`src/core/flash_status_pkg.sv`:
```
package flash_status_pkg;

  // register byte offsets on the AHB-Lite slave
  localparam logic [7:0] CTRL_OFF    = 8'h00;
  localparam logic [7:0] ADDR_OFF    = 8'h04;
  localparam logic [7:0] STATUS_OFF  = 8'h08;
  localparam logic [7:0] IRQ_STS_OFF = 8'h0C;
  localparam logic [7:0] IRQ_MSK_OFF = 8'h10;
  localparam logic [7:0] DATA_OFF    = 8'h14;

  // control register fields
  localparam int CTRL_GO_BIT    = 0;
  localparam int CTRL_MODE_BIT  = 1;
  localparam int CTRL_ABORT_BIT = 2;
  localparam int CTRL_EXPD7_BIT = 8;

  // bits of the flash status byte
  localparam int POLL_BIT   = 7;
  localparam int TOGGLE_BIT = 6;
  localparam int TOUT_BIT   = 5;
  localparam int WINDOW_BIT = 3;
  localparam int STOG_BIT   = 2;

  // interrupt status bits
  localparam int EV_DONE  = 0;
  localparam int EV_FAIL  = 1;
  localparam int EV_WOPEN = 2;
  localparam int EV_COUNT = 3;

  // reset command byte, written to any address
  localparam logic [7:0] RESET_CMD = 8'hF0;

  // flash bus timing: 90 ns read cycle, 50 ns write pulse
  localparam int CLK_PERIOD_PS  = 5000;
  localparam int READ_CYCLE_NS  = 90;
  localparam int WRITE_PULSE_NS = 50;
  localparam int RD_CYC = (READ_CYCLE_NS * 1000 + CLK_PERIOD_PS - 1) / CLK_PERIOD_PS;
  localparam int WR_CYC = (WRITE_PULSE_NS * 1000 + CLK_PERIOD_PS - 1) / CLK_PERIOD_PS;

  localparam logic [31:0] IRQ_RESET = 32'h00000000;

  typedef enum logic [2:0] {
    ST_IDLE  = 3'b000,
    ST_RD1   = 3'b001,
    ST_RD2   = 3'b011,
    ST_CHECK = 3'b010,
    ST_RD3   = 3'b110,
    ST_RD4   = 3'b111,
    ST_RST   = 3'b101,
    ST_DONE  = 3'b100
  } poll_state_t;

  typedef struct packed {
    logic [19:0] addr;
    logic [7:0]  dout;
    logic        oe_drv;
    logic        ce_n;
    logic        oe_n;
    logic        we_n;
  } flash_pins_t;

endpackage

```
`src/core/flash_status_poller.sv`:
```
// Operation
// [RULE1] restart full check after leaving to work
// [RULE2] timeout flag high means operation failed
// [RULE3] programming 1 over 0 ends in timeout
// [RULE4] write reset command after any timeout; the code writes it only when the ST_RD4 recheck still sees toggling
// [RULE5] window flag 0 open, 1 closed
// [RULE6] chip erase has no window timer
// [RULE7] fast sector commands may skip window check
// [RULE8] after window closes only suspend accepted
// [RULE9] confirm acceptance by polling before window
// [RULE10] sample window flag before and after
// [RULE11] status reads use program or sector address
// [RULE12] judge toggling from two consecutive reads
// [RULE13] recheck toggle after timeout flag rises
// [RULE14] polling bit 0 erase, complement programming
// [RULE15] toggle bit inverts each read while busy
// [RULE16] sector toggle inverts inside erased sectors
// [RULE17] ready/busy low while programming or erasing
// [RULE18] suspend reads outside sectors give data
// [RULE19] suspend programming reports like normal programming
//
// Local design decisions: the register offsets and register access over AHB-Lite.
`timescale 1ns/1ps
module flash_status_poller
  import flash_status_pkg::*;
#(
  parameter int ADDR_W = 20
) (
  input  wire logic              ref_clk,   // 200 MHz clock
  input  wire logic              rst_n,     // async reset, active low
  input  wire logic              hsel,      // ahb slave select
  input  wire logic [31:0]       haddr,     // ahb address
  input  wire logic [1:0]        htrans,    // ahb transfer type
  input  wire logic              hwrite,    // ahb write
  input  wire logic [2:0]        hsize,     // ahb size
  input  wire logic [31:0]       hwdata,    // ahb write data
  input  wire logic              hready,    // ahb bus ready
  output logic      [31:0]       hrdata,    // ahb read data
  output logic                   hreadyout, // ahb slave ready
  output logic                   hresp,     // ahb response, always okay
  output logic                   irq,       // level interrupt
  output logic      [ADDR_W-1:0] fl_addr,   // flash address
  output logic      [7:0]        fl_dq_o,   // flash data out
  output logic                   fl_dq_oe,  // flash data drive enable
  input  wire logic [7:0]        fl_dq_i,   // flash data in
  output logic                   fl_ce_n,   // flash chip enable
  output logic                   fl_oe_n,   // flash output enable
  output logic                   fl_we_n,   // flash write enable
  input  wire logic              fl_rb_i    // flash ready/busy, open drain
);

  ////////////////////////////////////////////////////////////////////////////
  // ahb-lite slave, zero wait states

  logic        ph_wr_reg;
  logic [7:0]  ph_addr_reg;
  logic        ph_rd_reg;
  logic [31:0] ctrl_reg;
  logic [ADDR_W-1:0] addr_reg;
  logic [31:0] irq_sts_reg;
  logic [31:0] irq_msk_reg;
  logic [7:0]  last_data_reg;
  logic [2:0]  result_reg;
  poll_state_t state_reg;
  logic [7:0]  dq_s1_reg, dq_s2_reg;
  logic        rb_s1_reg, rb_s2_reg;
  logic [31:0] ev_set;
  logic        go_pulse;

  assign hreadyout = 1'b1;
  assign hresp     = 1'b0;

  always_ff @(posedge ref_clk or negedge rst_n) begin
    if (!rst_n) begin
      ph_wr_reg   <= 1'b0;
      ph_rd_reg   <= 1'b0;
      ph_addr_reg <= 8'h00;
    end else if (hready) begin
      ph_wr_reg   <= hsel && htrans[1] && hwrite;
      ph_rd_reg   <= hsel && htrans[1] && !hwrite;
      ph_addr_reg <= haddr[7:0];
    end
  end

  assign go_pulse = ph_wr_reg && (ph_addr_reg == CTRL_OFF) && hwdata[CTRL_GO_BIT];

  always_ff @(posedge ref_clk or negedge rst_n) begin
    if (!rst_n) begin
      ctrl_reg    <= 32'h00000000;
      addr_reg    <= '0;
      irq_msk_reg <= IRQ_RESET;
    end else if (ph_wr_reg) begin
      if (ph_addr_reg == CTRL_OFF) begin
        ctrl_reg <= {hwdata[31:1], 1'b0};
      end else if (ph_addr_reg == ADDR_OFF) begin
        addr_reg <= hwdata[ADDR_W-1:0];
      end else if (ph_addr_reg == IRQ_MSK_OFF) begin
        irq_msk_reg <= hwdata;
      end
    end
  end

  // set wins over a write-one clear in the same cycle
  always_ff @(posedge ref_clk or negedge rst_n) begin
    if (!rst_n) begin
      irq_sts_reg <= IRQ_RESET;
    end else if (ph_wr_reg && ph_addr_reg == IRQ_STS_OFF) begin
      irq_sts_reg <= (irq_sts_reg & ~hwdata) | ev_set;
    end else begin
      irq_sts_reg <= irq_sts_reg | ev_set;
    end
  end

  assign irq = |(irq_sts_reg & irq_msk_reg);

  always_comb begin
    hrdata = 32'h00000000;
    if (!ph_rd_reg) begin
      hrdata = 32'h00000000;
    end else if (ph_addr_reg == CTRL_OFF) begin
      hrdata = ctrl_reg;
    end else if (ph_addr_reg == ADDR_OFF) begin
      hrdata = {{(32-ADDR_W){1'b0}}, addr_reg};
    end else if (ph_addr_reg == STATUS_OFF) begin
      hrdata = {20'h00000, rb_s2_reg, result_reg, 5'h00, state_reg};
    end else if (ph_addr_reg == IRQ_STS_OFF) begin
      hrdata = irq_sts_reg;
    end else if (ph_addr_reg == IRQ_MSK_OFF) begin
      hrdata = irq_msk_reg;
    end else if (ph_addr_reg == DATA_OFF) begin
      hrdata = {24'h000000, last_data_reg};
    end
  end

  ////////////////////////////////////////////////////////////////////////////
  // pin synchronisers

  always_ff @(posedge ref_clk or negedge rst_n) begin
    if (!rst_n) begin
      dq_s1_reg <= 8'h00;
      dq_s2_reg <= 8'h00;
      rb_s1_reg <= 1'b1;
      rb_s2_reg <= 1'b1;
    end else begin
      dq_s1_reg <= fl_dq_i;
      dq_s2_reg <= dq_s1_reg;
      rb_s1_reg <= fl_rb_i;
      rb_s2_reg <= rb_s1_reg;
    end
  end

  ////////////////////////////////////////////////////////////////////////////
  // flash cycle engine: one read or write per request

  logic [4:0] cyc_cnt_reg;
  logic       cyc_busy_reg;
  logic       cyc_done;
  logic       cyc_start;
  logic       cyc_write;
  localparam logic [4:0] RD_LEN = 5'(RD_CYC + 2); // two extra for the synchroniser
  localparam logic [4:0] WR_LEN = 5'(WR_CYC);

  assign cyc_done = cyc_busy_reg && (cyc_cnt_reg == 5'h00);

  always_ff @(posedge ref_clk or negedge rst_n) begin
    if (!rst_n) begin
      cyc_busy_reg <= 1'b0;
      cyc_cnt_reg  <= 5'h00;
      fl_ce_n      <= 1'b1;
      fl_oe_n      <= 1'b1;
      fl_we_n      <= 1'b1;
      fl_dq_oe     <= 1'b0;
      fl_dq_o      <= 8'h00;
      fl_addr      <= '0;
    end else if (cyc_start) begin
      cyc_busy_reg <= 1'b1;
      cyc_cnt_reg  <= cyc_write ? WR_LEN : RD_LEN;
      fl_ce_n      <= 1'b0;
      fl_oe_n      <= cyc_write;
      fl_we_n      <= !cyc_write;
      fl_dq_oe     <= cyc_write;
      fl_dq_o      <= RESET_CMD;
      fl_addr      <= addr_reg; // [RULE11]
    end else if (cyc_done) begin
      cyc_busy_reg <= 1'b0;
      fl_ce_n      <= 1'b1;
      fl_oe_n      <= 1'b1;
      fl_we_n      <= 1'b1;
      fl_dq_oe     <= 1'b0;
    end else if (cyc_busy_reg) begin
      cyc_cnt_reg <= cyc_cnt_reg - 5'h01;
    end
  end

  ////////////////////////////////////////////////////////////////////////////
  // toggle-bit poll sequence

  logic [7:0] first_reg;
  logic       busy_mode;
  logic [7:0] rd_now;
  logic       toggled;
  logic       window_seen_reg;

  assign rd_now    = dq_s2_reg;
  assign busy_mode = (state_reg != ST_IDLE) && (state_reg != ST_DONE);
  // the compare states issue no cycle: a stray read there would be mistaken
  // for the reset write that follows a failed recheck
  assign cyc_start = !cyc_busy_reg && busy_mode && !cyc_done &&
                     (state_reg != ST_CHECK) && (state_reg != ST_RD4);
  assign cyc_write = (state_reg == ST_RST);
  // mode bit selects the sector toggle bit for sector-status checks
  assign toggled   = ctrl_reg[CTRL_MODE_BIT] ?
                     (first_reg[STOG_BIT] != last_data_reg[STOG_BIT]) :
                     (first_reg[TOGGLE_BIT] != last_data_reg[TOGGLE_BIT]);

  always_ff @(posedge ref_clk or negedge rst_n) begin
    if (!rst_n) begin
      state_reg       <= ST_IDLE;
      first_reg       <= 8'h00;
      last_data_reg   <= 8'h00;
      result_reg      <= 3'b000;
      window_seen_reg <= 1'b0;
      ev_set          <= 32'h00000000;
    end else begin
      ev_set <= 32'h00000000;
      case (state_reg)
        ST_IDLE, ST_DONE: begin
          if (go_pulse) begin
            state_reg       <= ST_RD1; // [RULE1]
            result_reg      <= 3'b000;
            window_seen_reg <= 1'b0;
          end
        end
        ST_RD1: begin
          if (cyc_done) begin
            first_reg <= rd_now; // [RULE12]
            state_reg <= ST_RD2;
          end
        end
        ST_RD2: begin
          if (cyc_done) begin
            last_data_reg <= rd_now;
            state_reg     <= ST_CHECK;
          end
        end
        ST_CHECK: begin
          // reported once per run, on the first check that sees it, fast hosts may ignore it [RULE7]
          if (last_data_reg[WINDOW_BIT] && !window_seen_reg) begin
            window_seen_reg      <= 1'b1; // [RULE9] [RULE10]
            ev_set[EV_WOPEN]     <= 1'b1;
          end
          if (!toggled) begin
            state_reg        <= ST_DONE;
            result_reg       <= 3'b001;
            ev_set[EV_DONE]  <= 1'b1;
          end else if (last_data_reg[TOUT_BIT]) begin
            first_reg <= last_data_reg;
            state_reg <= ST_RD3; // [RULE13]
          end else if (ctrl_reg[CTRL_ABORT_BIT]) begin
            state_reg  <= ST_DONE; // left to other work [RULE1]
            result_reg <= 3'b011;
          end else begin
            state_reg <= ST_RD1;
          end
        end
        ST_RD3: begin
          if (cyc_done) begin
            last_data_reg <= rd_now;
            state_reg     <= ST_RD4;
          end
        end
        ST_RD4: begin
          if (!toggled) begin
            state_reg       <= ST_DONE;
            result_reg      <= 3'b001;
            ev_set[EV_DONE] <= 1'b1;
          end else begin
            state_reg <= ST_RST; // failure after timeout [RULE2] [RULE3]
          end
        end
        ST_RST: begin
          if (cyc_done) begin
            state_reg       <= ST_DONE; // [RULE4]
            result_reg      <= 3'b010;
            ev_set[EV_FAIL] <= 1'b1;
          end
        end
        default: begin
          state_reg <= ST_IDLE;
        end
      endcase
    end
  end

  ////////////////////////////////////////////////////////////////////////////
  // assertions

  rst_after_fail_a: assert property ( // [RULE4]
    @(posedge ref_clk) disable iff (!rst_n)
    (state_reg == ST_RD4 && toggled) |=> state_reg == ST_RST)
    else $error("timeout with toggling did not issue reset command");

  rst_write_a: assert property ( // [RULE4]
    @(posedge ref_clk) disable iff (!rst_n)
    (state_reg == ST_RD4 && toggled) |=> ##1 !fl_we_n)
    else $error("reset command write did not start");

  reset_cmd_data_a: assert property ( // [RULE4]
    @(posedge ref_clk) disable iff (!rst_n)
    (!fl_we_n) |-> (fl_dq_oe && fl_dq_o == RESET_CMD && !fl_ce_n))
    else $error("write cycle without reset command on bus");

  recheck_tout_a: assert property ( // [RULE13]
    @(posedge ref_clk) disable iff (!rst_n)
    (state_reg == ST_CHECK && toggled && last_data_reg[TOUT_BIT]) |=> state_reg == ST_RD3)
    else $error("timeout flag seen without toggle recheck");

  two_reads_a: assert property ( // [RULE12]
    @(posedge ref_clk) disable iff (!rst_n)
    (state_reg == ST_RD1 && cyc_done) |=> state_reg == ST_RD2)
    else $error("toggle judged from a single read");

  read_state_a: assert property ( // [RULE12]
    @(posedge ref_clk) disable iff (!rst_n)
    $fell(fl_oe_n) |-> (state_reg == ST_RD1 || state_reg == ST_RD2 || state_reg == ST_RD3))
    else $error("status read started outside a read state");

  restart_top_a: assert property ( // [RULE1]
    @(posedge ref_clk) disable iff (!rst_n)
    ((state_reg == ST_DONE || state_reg == ST_IDLE) && go_pulse) |=> state_reg == ST_RD1)
    else $error("new check did not start from first read");

  fail_event_a: assert property ( // [RULE2]
    @(posedge ref_clk) disable iff (!rst_n)
    (state_reg == ST_RST && cyc_done) |=> (result_reg == 3'b010) ##1 irq_sts_reg[EV_FAIL])
    else $error("failure not reported after reset command");

  valid_addr_a: assert property ( // [RULE11]
    @(posedge ref_clk) disable iff (!rst_n)
    (!fl_oe_n) |-> fl_addr == $past(addr_reg))
    else $error("status read not at programmed address");

  window_flag_a: assert property ( // [RULE10]
    @(posedge ref_clk) disable iff (!rst_n)
    (state_reg == ST_CHECK && last_data_reg[WINDOW_BIT]) |=> window_seen_reg)
    else $error("closed erase window not recorded");

endmodule // flash_status_poller

```
`config.mk`:
```
export PLATFORM = sky130hd
export DESIGN_NAME = flash_status_poller
export DESIGN_NICKNAME = d
export VERILOG_FILES = /design/src/core/flash_status_pkg.sv /design/src/core/flash_status_poller.sv
export SDC_FILE = /design/constraint.sdc
export NUM_CORES = 1
export LEC_CHECK = 0
export BUFFER_PORTS_ARGS = -buffer_cell sky130_fd_sc_hd__buf_2
export CAP_MARGIN = 10
export CORE_ASPECT_RATIO = 1.2
export CORE_MARGIN = 5
export CORE_UTILIZATION = 45
export DETAILED_ROUTE_END_ITERATION = 6
export GPL_ROUTABILITY_DRIVEN = 0
export MAX_ROUTING_LAYER = met4
export PLACE_DENSITY = 0.71
export SYNTH_ARGS = -nofsm -noshare
export SYNTH_HDL_FRONTEND = slang
export SYNTH_SLANG_ARGS = --single-unit
```
`constraint.sdc`:
```
create_clock -name ref_clk -period 2.7 [get_ports ref_clk]
set_clock_uncertainty 0.1 [all_clocks]
set_input_delay 0.27 -clock ref_clk [delete_from_list [all_inputs] [get_ports ref_clk]]
set_output_delay 0.27 -clock ref_clk [all_outputs]
set_load 0.01 [all_outputs]
```
==> impl_metrics.toml <==
[run_status]
outcome = "complete, no violations"

[critical_path]
crit_arrival_ns = 2.24
crit_fanout = 6
capture_point_of_the_worst_reg_to_reg_path = "addr_reg[16]"
end_kind = "output port"
timing.critical_path.to = "hrdata[2]"
rr_worst_depth = 7
critical_path_required_ns = 2.33
criticalPathCategory = "flip-flop to output port"
worst_setup_path_start_kind = "flip-flop"
reg2reg_from = "ph_addr_reg[4]"
setup.worst_path.start = "ph_addr_reg[4]"
reg2reg_setup_slack_ns = 0.43

[floorplanning]
dieArea_sq_um = 22400
initial_core_utilization = 0.453
die-width_microns = 137
io_pins = 150
die-height_microns = 163
core_sq_um = 19300
core.rowCount = 56

[synth]
ys_dominant_reg_cell = "dfrtp_1"
postSynthCellCount = 724
synth.avg_cell_area_sq_um = 12.1
synth_seq_cells = 193
synth_warnings = 0
post_synth_main_area_contributors = "dfrtp_1 (54%), mux2_2 (16%), a21boi_0 (2.5%)"
synth_top_area_cell = "dfrtp_1"
asyncSetResetFlopFracSynth = 1.00
synthDistinctLibCells = 63
number_of_enable_type_register_cells_in_the_synthesized_netlist = 0
mappedNetlistArea_sq_um = 8760
synth-seq-area-share = 0.552
synth_top_area_share = 0.537

[route]
pre_antenna_drt_iters = 4
postRouteAntennaNets = 0
routed_wl_mm = 22.1
drc = 0
detail_route.wl_per_cell_microns = 19.0
routed_vias = 6355
drt_first_iter_violations = 379
vias_per_cell = 5.45

[grt]
grt_start_max_net_pins = 60
grt_overflow_total = 0
via_count_of_the_first_global_routing_pass = 6521
grt_util_all_layers = 0.210
grt_pass1_wl_mm = 35.2
grt_antenna_before_repair = 2

[power]
vdd_ir_drop_max_uv = 479
total_leakage_power_uw = 0.00510
power.density_cell_area_nw_per_um2 = 661
power_uw = 7170

[sta]
timing.final.crit_period_ns = 2.61
timing.final.max_slew_violations = 0
timing.final.setup_violations = 0
fin_tns_setup_ns = 0
timing.fmax_ghz = 0.382
slew_headroom = 0.638
timing.final.crit_share = 0.968
tightest_slew_ns = 0.528
final_hold_viol_count = 0

[job]
drv_cap = 0

[final_layout]
fillCellCount = 1651
relative_area_change_from_synthesis_to_final_layout_pct = 23.7
nNetsFinal = 975
postLayoutCellArea_sq_um = 10800
multi_input_comb_area_sq_um = 3680
layout.core_utilization = 0.561
drive_above_1_share = 0.370
register_area_sq_um = 4840

[clock_network]
cts.reportedPaths.clkPinSlew_ns = 0.07
clock_sinks = 193
clock-root-buffer = "clkbuf_16"
clk-insertion-delay-late_ns = 0.44
cts-buffers-inserted = 17
clock_tree.htree_level_count = 4
cts_max_path_buffers = 2
cts_tree = "built"

[placement]
place_area_sq_um = 9710
post-dp-hpwl_mm = 15.4
port-buffer-count = 115

[min_path]
hold_class = "primary input to flip-flop"
cell type report:
class                      instances  area share
clock inverter                    14      0.0133
antenna                            2    0.000462
clock buffer                      18      0.0405
multi-input combinational        470       0.340
tap                              261      0.0301
sequential                       193       0.446
inverter                          15     0.00519
timing repair buffer             193       0.125
placed cells by master (no fill, tap or decap), drive strengths merged, types with 13 or more instances in the layout:
master	n
inv	21
nor2b	19
dfrtp	188
mux2i	21
nand2	20
o22ai	13
buf	145
clkbuf	19
o21ai	20
dlygate4sd3	47
nor2	52
a22oi	16
nor3	17
a21boi	29
mux2	127
a21oi	39
metrics by stage:
step / std cells / hold slack [ns] / setup slack (ns)
finish: 1166 / 0.0152 / 0.0851
global route: 1166 / 0.0152 / -0.00478
CTS: 1162 / 0.00476 / 0.00343
detailed placement: 1083 / 0.185 / 0.273
global placement: 1083 / 0.180 / 0.298
floorplan: 728 / -0.126 / 0.635
power breakdown:
part	switching, uW	leakage (uW)	internal (uW)
Sequential	225	0.00246	3150
Combinational	692	0.00236	594
Clock	1180	0.000283	1330
Total	2100	0.00510	5070
how the worst min path moves through the flow:
stage	startpoint	endpoint	slack, ns	depth (start not counted)
floorplan	rst_n	addr_reg[0]	-0.13	0
global placement	rst_n	fl_dq_oe	0.18	1
detailed placement	rst_n	fl_dq_oe	0.19	1
CTS	htrans[1]	ph_rd_reg	0.005	3
global route	htrans[1]	ph_rd_reg	0.02	3
finish	htrans[1]	ph_rd_reg	0.02	3
cell families after synthesis:
family                   after synthesis  synth area share
adder cells (fa/ha/maj)                2           0.00286
buffers and inverters                 65            0.0364
AO/OA/AOI/OAI                        163             0.130
multiplexers                         148             0.187
other                                  2          0.000857
flip-flops                           193             0.552
XOR/XNOR                               3           0.00300
AND/OR/NAND/NOR                      148            0.0881
worst max-delay path, cell delays in order, from the launching register on:
cell,delay (ns)
dfrtp_1,0.42
nor4_4,0.33
buf_4,0.21
nand2_2,0.06
a21oi_1,0.12
nor2_1,0.09
a2111oi_4,0.37
buf_2,0.20
cell usage after synthesis, types with 3 or more instances:
| master | count |
|---|---|
| inv_1 | 14 |
| buf_1 | 6 |
| nand3_1 | 4 |
| nor2b_1 | 19 |
| nor2_1 | 51 |
| nor3_1 | 16 |
| a32oi_1 | 3 |
| buf_2 | 12 |
| mux2_2 | 126 |
| nand4_1 | 6 |
| o22a_1 | 5 |
| o21ai_0 | 20 |
| a21o_1 | 5 |
| buf_4 | 12 |
| a21boi_0 | 29 |
| and3_1 | 4 |
| a21oi_1 | 39 |
| o221a_2 | 3 |
| nand2_1 | 19 |
| o211a_1 | 9 |
| dfrtp_1 | 188 |
| clkbuf_1 | 18 |
| a22oi_1 | 16 |
| o22ai_1 | 13 |
| dfstp_2 | 5 |
| or3_1 | 3 |
| mux2i_1 | 21 |
| nand2b_1 | 8 |
| a221oi_1 | 5 |
repair_timing:
action	in CTS	in global routing
gates resized for setup	5	10
endpoints found under the hold margin	125	0
pin swaps	0	2
endpoints found under the setup margin	13	15
hold buffers	47	0
buffers inserted	0	2
per-layer routing:
layer | track usage | wire, microns | up-vias
li1 | - | - | 2953
met1 | 0.266 | 9460 | 3199
met2 | 0.333 | 11000 | 167
met3 | 0.0411 | 1070 | 36
met4 | 0.0808 | 581 | 0
met5 | - | 0 | -
(Power assumes the default switching activity.)
